[src/include/fdm_pkg.sv]
// Constants and carrier types for the field device frame master
package fdm_pkg;
    // Timing: reply timeout in its own unit, then in clock cycles
    localparam int unsigned CLK_HZ          = 20_000_000;
    localparam int unsigned RSP_TIMEOUT_MS  = 300;
    localparam int unsigned RSP_TIMEOUT_CYC = RSP_TIMEOUT_MS * (CLK_HZ / 1000);
    // Frame bytes and field positions
    localparam logic [7:0] PREAMBLE_BYTE   = 8'hff;
    localparam logic [7:0] DELIM_SHORT_REQ = 8'h02;
    localparam logic [7:0] PRIMARY_MASTER  = 8'h80;
    localparam int         LONG_BIT        = 7;
    localparam int         BURST_BIT       = 6;
    localparam int         ERR_BIT         = 7;
    localparam logic [7:0] CMD_IDENTIFY    = 8'h00;
    localparam logic [7:0] CMD_SET_ADDR    = 8'h06;
    localparam logic [2:0] LONG_ADDR_LEN   = 3'd5;
    localparam logic [2:0] SHORT_ADDR_LEN  = 3'd1;
    localparam logic [7:0] LONG_CMD_IDX    = 8'd6;
    localparam logic [7:0] SHORT_CMD_IDX   = 8'd2;
    localparam logic [7:0] MIN_REQ_LEN     = 8'd5;
    localparam logic [7:0] REQ_MAX_LEN     = 8'd239;
    // Autonomous frame: index of check byte without and with one data byte
    localparam logic [7:0] AUTO_CHK_IDX    = 8'd4;
    localparam logic [7:0] AUTO_CHK_IDX_D  = 8'd5;
    localparam logic [4:0] PRE_MIN         = 5'd5;
    localparam logic [4:0] PRE_MAX         = 5'd20;
    localparam logic [5:0] SCAN_FIRST      = 6'h01;
    localparam logic [5:0] SCAN_LAST       = 6'h3f;
    localparam int         CHAN_W          = 2;

    typedef struct packed {
        logic              valid;
        logic              last;
        logic [CHAN_W-1:0] chan;
        logic [7:0]        data;
    } cmd_beat_t;

    typedef struct packed {
        logic              valid;
        logic              last;
        logic              chk_err;
        logic              no_answer;
        logic [CHAN_W-1:0] chan;
        logic [7:0]        data;
    } rsp_beat_t;

    typedef enum logic [4:0] {
        ST_IDLE = 5'b00001,
        ST_PRE  = 5'b00010,
        ST_SEND = 5'b00100,
        ST_WAIT = 5'b01000,
        ST_RECV = 5'b10000
    } eng_t;

    typedef enum logic [4:0] {
        RX_ADDR = 5'b00001,
        RX_CMD  = 5'b00010,
        RX_CNT  = 5'b00100,
        RX_PAY  = 5'b01000,
        RX_CHK  = 5'b10000
    } rx_t;
endpackage : fdm_pkg

[src/hw/field_device_frame_master.sv]
// Four-channel frame master: polling, address scan, request/response relay
module field_device_frame_master #(
    parameter int unsigned TIMEOUT_CYC = fdm_pkg::RSP_TIMEOUT_CYC,
    parameter int          NUM_CHAN    = 4
) (
    input  wire logic                          REF_CLK,
    input  wire logic                          SRST,
    input  wire logic                          PROTO_EN,
    input  wire logic [4:0]                    PREAMBLE_LEN,
    input  wire fdm_pkg::cmd_beat_t            CMD,
    output logic                               CMD_READY,
    output fdm_pkg::rsp_beat_t                 RSP,
    output logic [fdm_pkg::CHAN_W-1:0]         LINK_CHAN,
    output logic                               TX_VALID,
    output logic [7:0]                         TX_DATA,
    input  wire logic                          TX_READY,
    input  wire logic                          RX_VALID,
    input  wire logic [7:0]                    RX_DATA,
    output logic [NUM_CHAN-1:0]                COMM_ERR
);
    import fdm_pkg::*;

    localparam logic [CHAN_W-1:0] LAST_CHAN = CHAN_W'(NUM_CHAN - 1);

    // Bytes of a poll frame; the data byte of command 6 is the new address 0
    function automatic logic [7:0] auto_byte(input logic [7:0] i,
                                             input logic [5:0] a,
                                             input logic [7:0] c);
        logic [7:0] b;
        b = 8'h00;
        unique case (i)
            8'd0:    b = DELIM_SHORT_REQ;
            8'd1:    b = PRIMARY_MASTER | {2'b00, a};
            8'd2:    b = c;
            8'd3:    b = (c == CMD_SET_ADDR) ? 8'd1 : 8'd0;
            default: b = 8'h00;
        endcase
        return b;
    endfunction : auto_byte

    function automatic logic [4:0] clamp_pre(input logic [4:0] n);
        return (n < PRE_MIN) ? PRE_MIN : (n > PRE_MAX) ? PRE_MAX : n;
    endfunction : clamp_pre

    ////////////////////////////////////////////////////////////////////////
    // Client request intake
    logic [7:0]        req_mem [0:255];
    logic [7:0]        wr_idx, next_wr_idx, req_len, next_len;
    logic [CHAN_W-1:0] req_chan, next_chan_req;
    logic              req_full, next_full, next_ready;
    logic              req_long, next_long, req_burst, next_burst;
    logic              req_cmd0, next_cmd0, req_over, next_over;
    logic              release_req;
    logic              take;

    assign take = CMD.valid && CMD_READY;

    // Flags gathered per byte so the whole frame is judged at its last beat
    always_comb begin
        next_wr_idx   = wr_idx;
        next_len      = req_len;
        next_chan_req = req_chan;
        next_full     = req_full;
        next_long     = req_long;
        next_burst    = req_burst;
        next_cmd0     = req_cmd0;
        next_over     = req_over;
        if (release_req)
            next_full = 1'b0;
        if (take) begin
            next_wr_idx = wr_idx + 8'd1;
            if (wr_idx == 8'd0) begin
                next_long     = CMD.data[LONG_BIT];
                next_chan_req = CMD.chan;
                next_burst    = 1'b0;
                next_cmd0     = 1'b0;
                next_over     = 1'b0;
            end
            if (wr_idx == 8'd1)
                next_burst = CMD.data[BURST_BIT];
            if (wr_idx == (req_long ? LONG_CMD_IDX : SHORT_CMD_IDX))
                next_cmd0 = (CMD.data == CMD_IDENTIFY);
            if (wr_idx >= REQ_MAX_LEN)
                next_over = 1'b1;
            if (CMD.last) begin
                next_wr_idx = 8'd0;
                next_len    = wr_idx + 8'd1;
                // Bad frames vanish with no answer, as burst ones must
                next_full   = !next_burst && (next_long || next_cmd0)
                              && !next_over && (wr_idx >= 8'd4);
            end
        end
        next_ready = !next_full;
    end

    always_ff @(posedge REF_CLK) begin
        if (take)
            req_mem[wr_idx] <= CMD.data;
        if (SRST) begin
            wr_idx    <= 8'd0;
            req_len   <= 8'd0;
            req_chan  <= '0;
            req_full  <= 1'b0;
            req_long  <= 1'b0;
            req_burst <= 1'b0;
            req_cmd0  <= 1'b0;
            req_over  <= 1'b0;
            CMD_READY <= 1'b0;
        end else begin
            wr_idx    <= next_wr_idx;
            req_len   <= next_len;
            req_chan  <= next_chan_req;
            req_full  <= next_full;
            req_long  <= next_long;
            req_burst <= next_burst;
            req_cmd0  <= next_cmd0;
            req_over  <= next_over;
            CMD_READY <= next_ready;
        end
    end

    ////////////////////////////////////////////////////////////////////////
    // Transaction engine: one channel on the modem at a time
    eng_t              state, next_state;
    rx_t               rx, next_rx;
    logic [CHAN_W-1:0] chan, next_chan;
    logic              cur_ext, next_ext;
    logic [7:0]        cur_cmd, next_cmd, idx, next_idx, end_idx, next_end;
    logic [5:0]        cur_addr, next_addr;
    logic [4:0]        pre_cnt, next_pre, pre_len;
    logic [7:0]        tx_chk, next_tx_chk, next_tx_data, nbyte;
    logic              next_tx_valid;
    logic [31:0]       timer, next_timer;
    logic [2:0]        addr_left, next_addr_left;
    logic [7:0]        rx_left, next_rx_left, rx_chk, next_rx_chk;
    logic              rx_stat, next_rx_stat, first, next_first;
    logic [NUM_CHAN-1:0] scan, next_scan, fix, next_fix;
    logic [NUM_CHAN-1:0] turn_ext, next_turn, stat_err, next_stat_err;
    logic [5:0]        scan_addr [NUM_CHAN], next_scan_addr [NUM_CHAN];
    rsp_beat_t         next_rsp;
    logic              fin, good;

    assign pre_len = clamp_pre(PREAMBLE_LEN);
    assign nbyte   = cur_ext ? req_mem[idx] : auto_byte(idx, cur_addr, cur_cmd);

    always_comb begin
        next_state = state;       next_rx = rx;         next_chan = chan;
        next_ext = cur_ext;       next_cmd = cur_cmd;   next_addr = cur_addr;
        next_idx = idx;           next_end = end_idx;   next_pre = pre_cnt;
        next_tx_chk = tx_chk;     next_tx_data = TX_DATA;
        next_tx_valid = TX_VALID; next_timer = timer;
        next_addr_left = addr_left; next_rx_left = rx_left;
        next_rx_chk = rx_chk;     next_rx_stat = rx_stat; next_first = first;
        next_scan = scan;         next_fix = fix;       next_turn = turn_ext;
        next_stat_err = stat_err; next_scan_addr = scan_addr;
        next_rsp = '0;
        next_rsp.chan = chan;
        release_req = 1'b0;
        fin = 1'b0;
        good = 1'b0;
        unique case (state)
            ST_IDLE: if (PROTO_EN) begin
                // Client frame only on its turn; never to a scanning channel
                next_ext = req_full && req_chan == chan && turn_ext[chan]
                           && !scan[chan];
                next_turn[chan] = !next_ext;
                next_cmd  = fix[chan] ? CMD_SET_ADDR : CMD_IDENTIFY;
                next_addr = scan[chan] ? scan_addr[chan] : 6'h00;
                next_end  = next_ext ? req_len - 8'd1 :
                            fix[chan] ? AUTO_CHK_IDX_D : AUTO_CHK_IDX;
                next_idx = 8'd0;
                next_pre = 5'd1;
                next_tx_valid = 1'b1;
                next_tx_data  = PREAMBLE_BYTE;
                next_state = ST_PRE;
            end
            ST_PRE: if (TX_READY) begin
                if (pre_cnt < pre_len) begin
                    next_pre = pre_cnt + 5'd1;
                end else begin
                    next_tx_data = nbyte;
                    next_tx_chk  = nbyte;
                    next_idx     = 8'd1;
                    next_state   = ST_SEND;
                end
            end
            ST_SEND: if (TX_READY) begin
                // Bytes go to the tone modem of the selected loop
                if (idx < end_idx) begin
                    next_tx_data = nbyte;
                    next_tx_chk  = tx_chk ^ nbyte;
                    next_idx     = idx + 8'd1;
                end else if (idx == end_idx) begin
                    next_tx_data = tx_chk;
                    next_idx     = idx + 8'd1;
                end else begin
                    next_tx_valid = 1'b0;
                    next_timer    = 32'd0;
                    next_state    = ST_WAIT;
                end
            end
            ST_WAIT, ST_RECV: begin
                next_timer = timer + 32'd1;
                if (RX_VALID && (state == ST_RECV ||
                                 RX_DATA != PREAMBLE_BYTE)) begin
                    next_rsp.valid = cur_ext;
                    next_rsp.data  = RX_DATA;
                    next_rx_chk    = rx_chk ^ RX_DATA;
                    if (state == ST_WAIT) begin
                        next_rx_chk = RX_DATA;
                        next_addr_left = RX_DATA[LONG_BIT] ?
                                         LONG_ADDR_LEN : SHORT_ADDR_LEN;
                        next_rx    = RX_ADDR;
                        next_state = ST_RECV;
                    end else begin
                        unique case (rx)
                            RX_ADDR: begin
                                next_addr_left = addr_left - 3'd1;
                                if (addr_left == 3'd1)
                                    next_rx = RX_CMD;
                            end
                            RX_CMD: next_rx = RX_CNT;
                            RX_CNT: begin
                                next_rx_left = RX_DATA;
                                next_first   = 1'b1;
                                next_rx_stat = 1'b0;
                                next_rx = (RX_DATA == 8'd0) ? RX_CHK : RX_PAY;
                            end
                            RX_PAY: begin
                                if (first)
                                    next_rx_stat = RX_DATA[ERR_BIT];
                                next_first   = 1'b0;
                                next_rx_left = rx_left - 8'd1;
                                if (rx_left == 8'd1)
                                    next_rx = RX_CHK;
                            end
                            RX_CHK: begin
                                fin  = 1'b1;
                                good = (rx_chk == RX_DATA);
                                next_rsp.last    = 1'b1;
                                next_rsp.chk_err = !good;
                            end
                        endcase
                    end
                end else if (timer >= TIMEOUT_CYC - 32'd1) begin
                    fin = 1'b1;
                    next_rsp.valid     = cur_ext;
                    next_rsp.last      = cur_ext;
                    next_rsp.no_answer = cur_ext;
                    next_rsp.data      = 8'h00;
                end
            end
        endcase
        if (fin) begin
            next_state = ST_IDLE;
            next_chan  = (chan == LAST_CHAN) ? '0 : chan + 1'b1;
            if (good)
                next_stat_err[chan] = rx_stat;
            if (cur_ext) begin
                release_req = 1'b1;
            end else if (fix[chan]) begin
                next_fix[chan] = 1'b0;
                if (good)
                    next_scan[chan] = 1'b0;
            end else if (scan[chan]) begin
                if (good && cur_addr == 6'h00)
                    next_scan[chan] = 1'b0;
                else if (good)
                    next_fix[chan] = 1'b1;
                else
                    next_scan_addr[chan] = (cur_addr == SCAN_LAST) ?
                                           6'h00 : cur_addr + 6'd1;
            end else if (!good) begin
                next_scan[chan] = 1'b1;
                next_scan_addr[chan] = SCAN_FIRST;
            end
        end
    end

    // State registers; outputs taken straight from them
    always_ff @(posedge REF_CLK) begin
        if (SRST) begin
            state <= ST_IDLE;   rx <= RX_ADDR;   chan <= '0;
            cur_ext <= 1'b0;    cur_cmd <= 8'h00; cur_addr <= 6'h00;
            idx <= 8'd0;        end_idx <= 8'd0; pre_cnt <= 5'd0;
            tx_chk <= 8'h00;    timer <= 32'd0;  addr_left <= 3'd0;
            rx_left <= 8'd0;    rx_chk <= 8'h00; rx_stat <= 1'b0;
            first <= 1'b0;      scan <= '0;      fix <= '0;
            turn_ext <= '0;     stat_err <= '0;
            for (int i = 0; i < NUM_CHAN; i++)
                scan_addr[i] <= 6'h00;
            TX_VALID <= 1'b0;   TX_DATA <= 8'h00; LINK_CHAN <= '0;
            RSP <= '0;          COMM_ERR <= '0;
        end else begin
            state <= next_state; rx <= next_rx;   chan <= next_chan;
            cur_ext <= next_ext; cur_cmd <= next_cmd; cur_addr <= next_addr;
            idx <= next_idx;     end_idx <= next_end; pre_cnt <= next_pre;
            tx_chk <= next_tx_chk; timer <= next_timer;
            addr_left <= next_addr_left; rx_left <= next_rx_left;
            rx_chk <= next_rx_chk; rx_stat <= next_rx_stat;
            first <= next_first; scan <= next_scan; fix <= next_fix;
            turn_ext <= next_turn; stat_err <= next_stat_err;
            scan_addr <= next_scan_addr;
            TX_VALID <= next_tx_valid; TX_DATA <= next_tx_data;
            LINK_CHAN <= next_chan;
            RSP <= next_rsp;
            COMM_ERR <= next_scan | next_stat_err;
        end
    end
endmodule : field_device_frame_master

[config.mk]
export PLATFORM = sky130hd
export DESIGN_NAME = field_device_frame_master
export DESIGN_NICKNAME = d
export VERILOG_FILES = /design/src/include/fdm_pkg.sv /design/src/hw/field_device_frame_master.sv
export SDC_FILE = /design/constraint.sdc
export NUM_CORES = 2
export LEC_CHECK = 0
export ABC_AREA = 1
export BUFFER_PORTS_ARGS = -buffer_cell sky130_fd_sc_hd__buf_2
export CAP_MARGIN = 20
export CORE_UTILIZATION = 25
export DETAILED_ROUTE_END_ITERATION = 10
export HOLD_SLACK_MARGIN = 0.15
export PLACE_DENSITY = 0.47
export SETUP_SLACK_MARGIN = 0.5
export SLEW_MARGIN = 20
export SYNTH_ARGS = -nofsm -noshare
export SYNTH_HDL_FRONTEND = slang
export SYNTH_SLANG_ARGS = --single-unit
[constraint.sdc]
create_clock -name REF_CLK -period 7.5 [get_ports REF_CLK]
set_clock_uncertainty 0.05 [all_clocks]
set_input_delay 0.75 -clock REF_CLK [delete_from_list [all_inputs] [get_ports REF_CLK]]
set_output_delay 0.75 -clock REF_CLK [all_outputs]
set_load 0.01 [all_outputs]
==> summary.txt <==
Placed design
  – IO Port Bufs: 59
  – Placed inst area: 98,850 um^2
  – GP Congestion: 0.8349
  – Final HPWL DP: 162,700 um
  – Placed insts: 13,161

Clock tree
  – Reg clk slew, reported paths: 0.06 ns
  – Max clock buf depth: 4
  – H-tree lvl count: 4
  – Post-CTS Setup Inserts: 0
  – TritonCTS clock tree: yes
  – Clk_lat worst skew: 0.93 ns
  – Clock buffer count from CTS: 246
  – Clk sinks: 2,249
  – Root Driver: clkbuf_16

Detailed routing
  – Met1 WL: 128,800 um
  – Met2 WL post-DR: 130,500 um
  – Antenna viol nets, final: 0
  – WL final: 286,700 um
  – Drt pass-1 iters: 8
  – DR vias: 63,987
  – DRC: 0
  – Routed length per placed instance: 21.06 um
  – Highest metal used: met5
  – Vias per cell: 4.699
  – 1st-iter DRT viols: 5,907
  – DR WL met3: 18,980 um

Yosys
  – Most common cell in the netlist: nand2_1
  – Synth Flop Type: edfxtp_1
  – Syn Std Cell Area: 93,600 um^2
  – Commonest cells post-synth: nand2_1 (2,482), edfxtp_1 (2,048), nand3_1 (2,029)
  – Yosys cell types: 57
  – Synth area leaders: edfxtp_1 (66%), nand3_1 (11%), nand2_1 (10%)
  – Mean Syn Cell Area: 10.93 um^2
  – Post-synth EDFFs: 2,048
  – Seq cells post-synth: 2,249
  – Net Count, Synth: 8,626
  – Register area share after synthesis: 70.01%
  – Leading area contributor after synthesis: edfxtp_1
  – Post-Syn Instances: 8,563
  – Yosys top cell area share: 65.71%
  – Synth Warn #: 0
  – Post-synth ARST share: 0%

Pwr
  – Pwr/cell area: 322.9 nW/um^2
  – Peak supply drop: 0.0003262 V
  – Pleak: 0.03631 uW
  – Reg power frac: 40.3%
  – Comb power frac: 25.5%
  – Internal power: 22,750 uW
  – Clock power share: 34.2%
  – Switching power total: 11,700 uW
  – Sw Share: 33.97%

Setup path
  – Crit-path cells: inv_16 -> buf_12 -> buf_4 -> nand2_1 -> nand3_1 -> nand3_1 -> nand3_1 -> nand3_1 -> nand3_1 -> nand3_1 -> nand3_1 -> nand3_1 -> nand2_1 -> nand3_1 -> nand2_1 -> nor2_1
  – Critical path type: flip-flop to flip-flop
  – CP endpoint kind: flip-flop
  – Crit path largest cell delay: 0.59 ns
  – CP startpoint kind: flip-flop
  – Critical path fanouts, max: 144
  – Delay-heaviest family, CP: simple AND/OR/NAND/NOR gates
  – Worst Path Buf+Inv: 3
  – Worst Path Arrival: 5.30 ns
  – Critical path's most frequent cell: nand3_1
  – Slowest CP cell: buf_12
  – Critical path data required time: 8.28 ns

STA
  – Final hold violation count: 0
  – Min cycle time layout: 4.525 ns
  – Slew margin rel.: 24.35%
  – # setup viols final: 0
  – Highest clock rate: 0.2210 GHz
  – Tcrit/Tclk final: 60.33%
  – Setup TNS: 0 ns
  – Pins Over Slew Limit: 0
  – RSZ-0062 raised after global routing: no
  – Worst-Margin Slew: 1.131 ns

Global route
  – Vias in the first global route: 62,247
  – Largest net degree at the start of global routing: 171
  – Aggregate global-route resource usage: 14.84%
  – Gr ovfl total: 0
  – Initial antenna violation count: 13
  – Global-route wire length before repair: 422,200 um

Worst hold path
  – Hold Crit Start: CMD[4]
  – Min-delay worst type: primary input to flip-flop

Die
  – Die Wd: 613.9 um
  – Rows: 224
  – Die Y: 613.9 um
  – Core Area: 372,500 um^2
  – # IOs: 60
  – Die area: 376,800 um^2
  – Initial core utilization: 25.13%

Job
  – Max-Cap Viols: 0

Cells and area
  – Design Area, Final: 106,700 um^2
  – Synth-to-Final Area Change: 13.99%
  – Fillers: 38,328
  – Layout Nets: 8,513
  – Share of layout cells above drive strength 1: 6.644%
  – Post-route insts no fill: 13,617

Outcome
  – Outcome: finished clean
==> through the flow <==
step / hold slack [ns] / total power, uW / util, % / setup WS [ns]
after global routing: 0.1658 / 36050 / 28.64 / 2.825
after CTS: 0.1527 / 34740 / 28.64 / 3.141
after floorplan: 0.3815 / 19880 / - / 4.589
after detailed placement: 0.4021 / 22950 / 26.54 / 3.151
final: 0.1887 / 34450 / 28.65 / 2.975
after global placement: 0.3999 / 22940 / 26.54 / 3.103
==> sequential cells by signal, indices dropped and copies added (netlist names), 14 cells and up, named ones only <==
signal	cells
timer	32
RSP	14
scan_addr	24
req_mem	2048
==> cell type report <==
type / count / area, um^2 / area share (%)
diodes: 5 / 12.51 / 0.01173
clock buffers: 293 / 6352 / 5.954
clock inverters: 145 / 1348 / 1.263
inverters: 256 / 994.7 / 0.9323
multi-input cells: 5531 / 24740 / 23.18
flip-flops and latches: 2249 / 65540 / 61.43
well taps: 4972 / 6221 / 5.831
repair buffers: 166 / 1489 / 1.395
==> logic make-up (layout without fill, tap and decap cells) <==
group	count (synthesis)	after routing	synth area share, %
compound gates	357	357	2.060
flops	2249	2249	70.01
buf+inv	783	860	3.588
other cells	0	5	0
xor+xnor	31	31	0.2901
simple gates	5110	5110	23.62
fa+ha+maj	33	33	0.4411
==> per-layer routing <==
layer,track usage [%],up-vias
li1,-,29724
met5,0,-
met1,20.75,31753
met2,23.61,2057
met3,2.391,449
met4,4.255,4
==> placed cells by master (no fill, tap or decap), drive strengths merged, types with 12 or more instances in the layout <==
master	synthesis	final
nor2	483	483
dlygate4sd3	0	13
a31oi	13	13
o21ai	131	131
nand3	2031	2031
nand4	19	19
clkinv	4	110
or2	15	15
a21oi	165	165
nor4	17	17
inv	252	258
ha	33	33
o22ai	15	15
clkinvlp	0	12
buf	360	153
edfxtp	2048	2048
nor3	44	44
nand2	2486	2486
clkbuf	167	293
dfxtp	201	201
xor2	24	24
bufinv	0	21
==> worst paths after layout <==
check / to / slack, ns / cells after the start
min: req_mem[23][4]$_DFFE_PP_ / 0.19 / 1
max reg2reg: tx_chk[7]$_SDFFE_PP0P_ / 2.98 / 16
max: tx_chk[7]$_SDFFE_PP0P_ / 2.98 / 16
min reg2reg: scan_addr[9]$_SDFFE_PP0P_ / 0.41 / 2
==> repair_timing <==
action / CTS / global route
gates resized for setup: 0 / 0
hold buffers: 13 / 0
hold endpoints to repair: 50 / 0
==> power groups by stage <==
stage                     registers, uW  logic [uW]  clock network [uW]
final                             13900        8790               11800
after global routing              13900        9680               12500
after CTS                         13900        8840               12000
after detailed placement          14100        8810                   0
after global placement            14100        8800                   0
after floorplan                   14000        5840                   0
(Power assumes the default switching activity.)
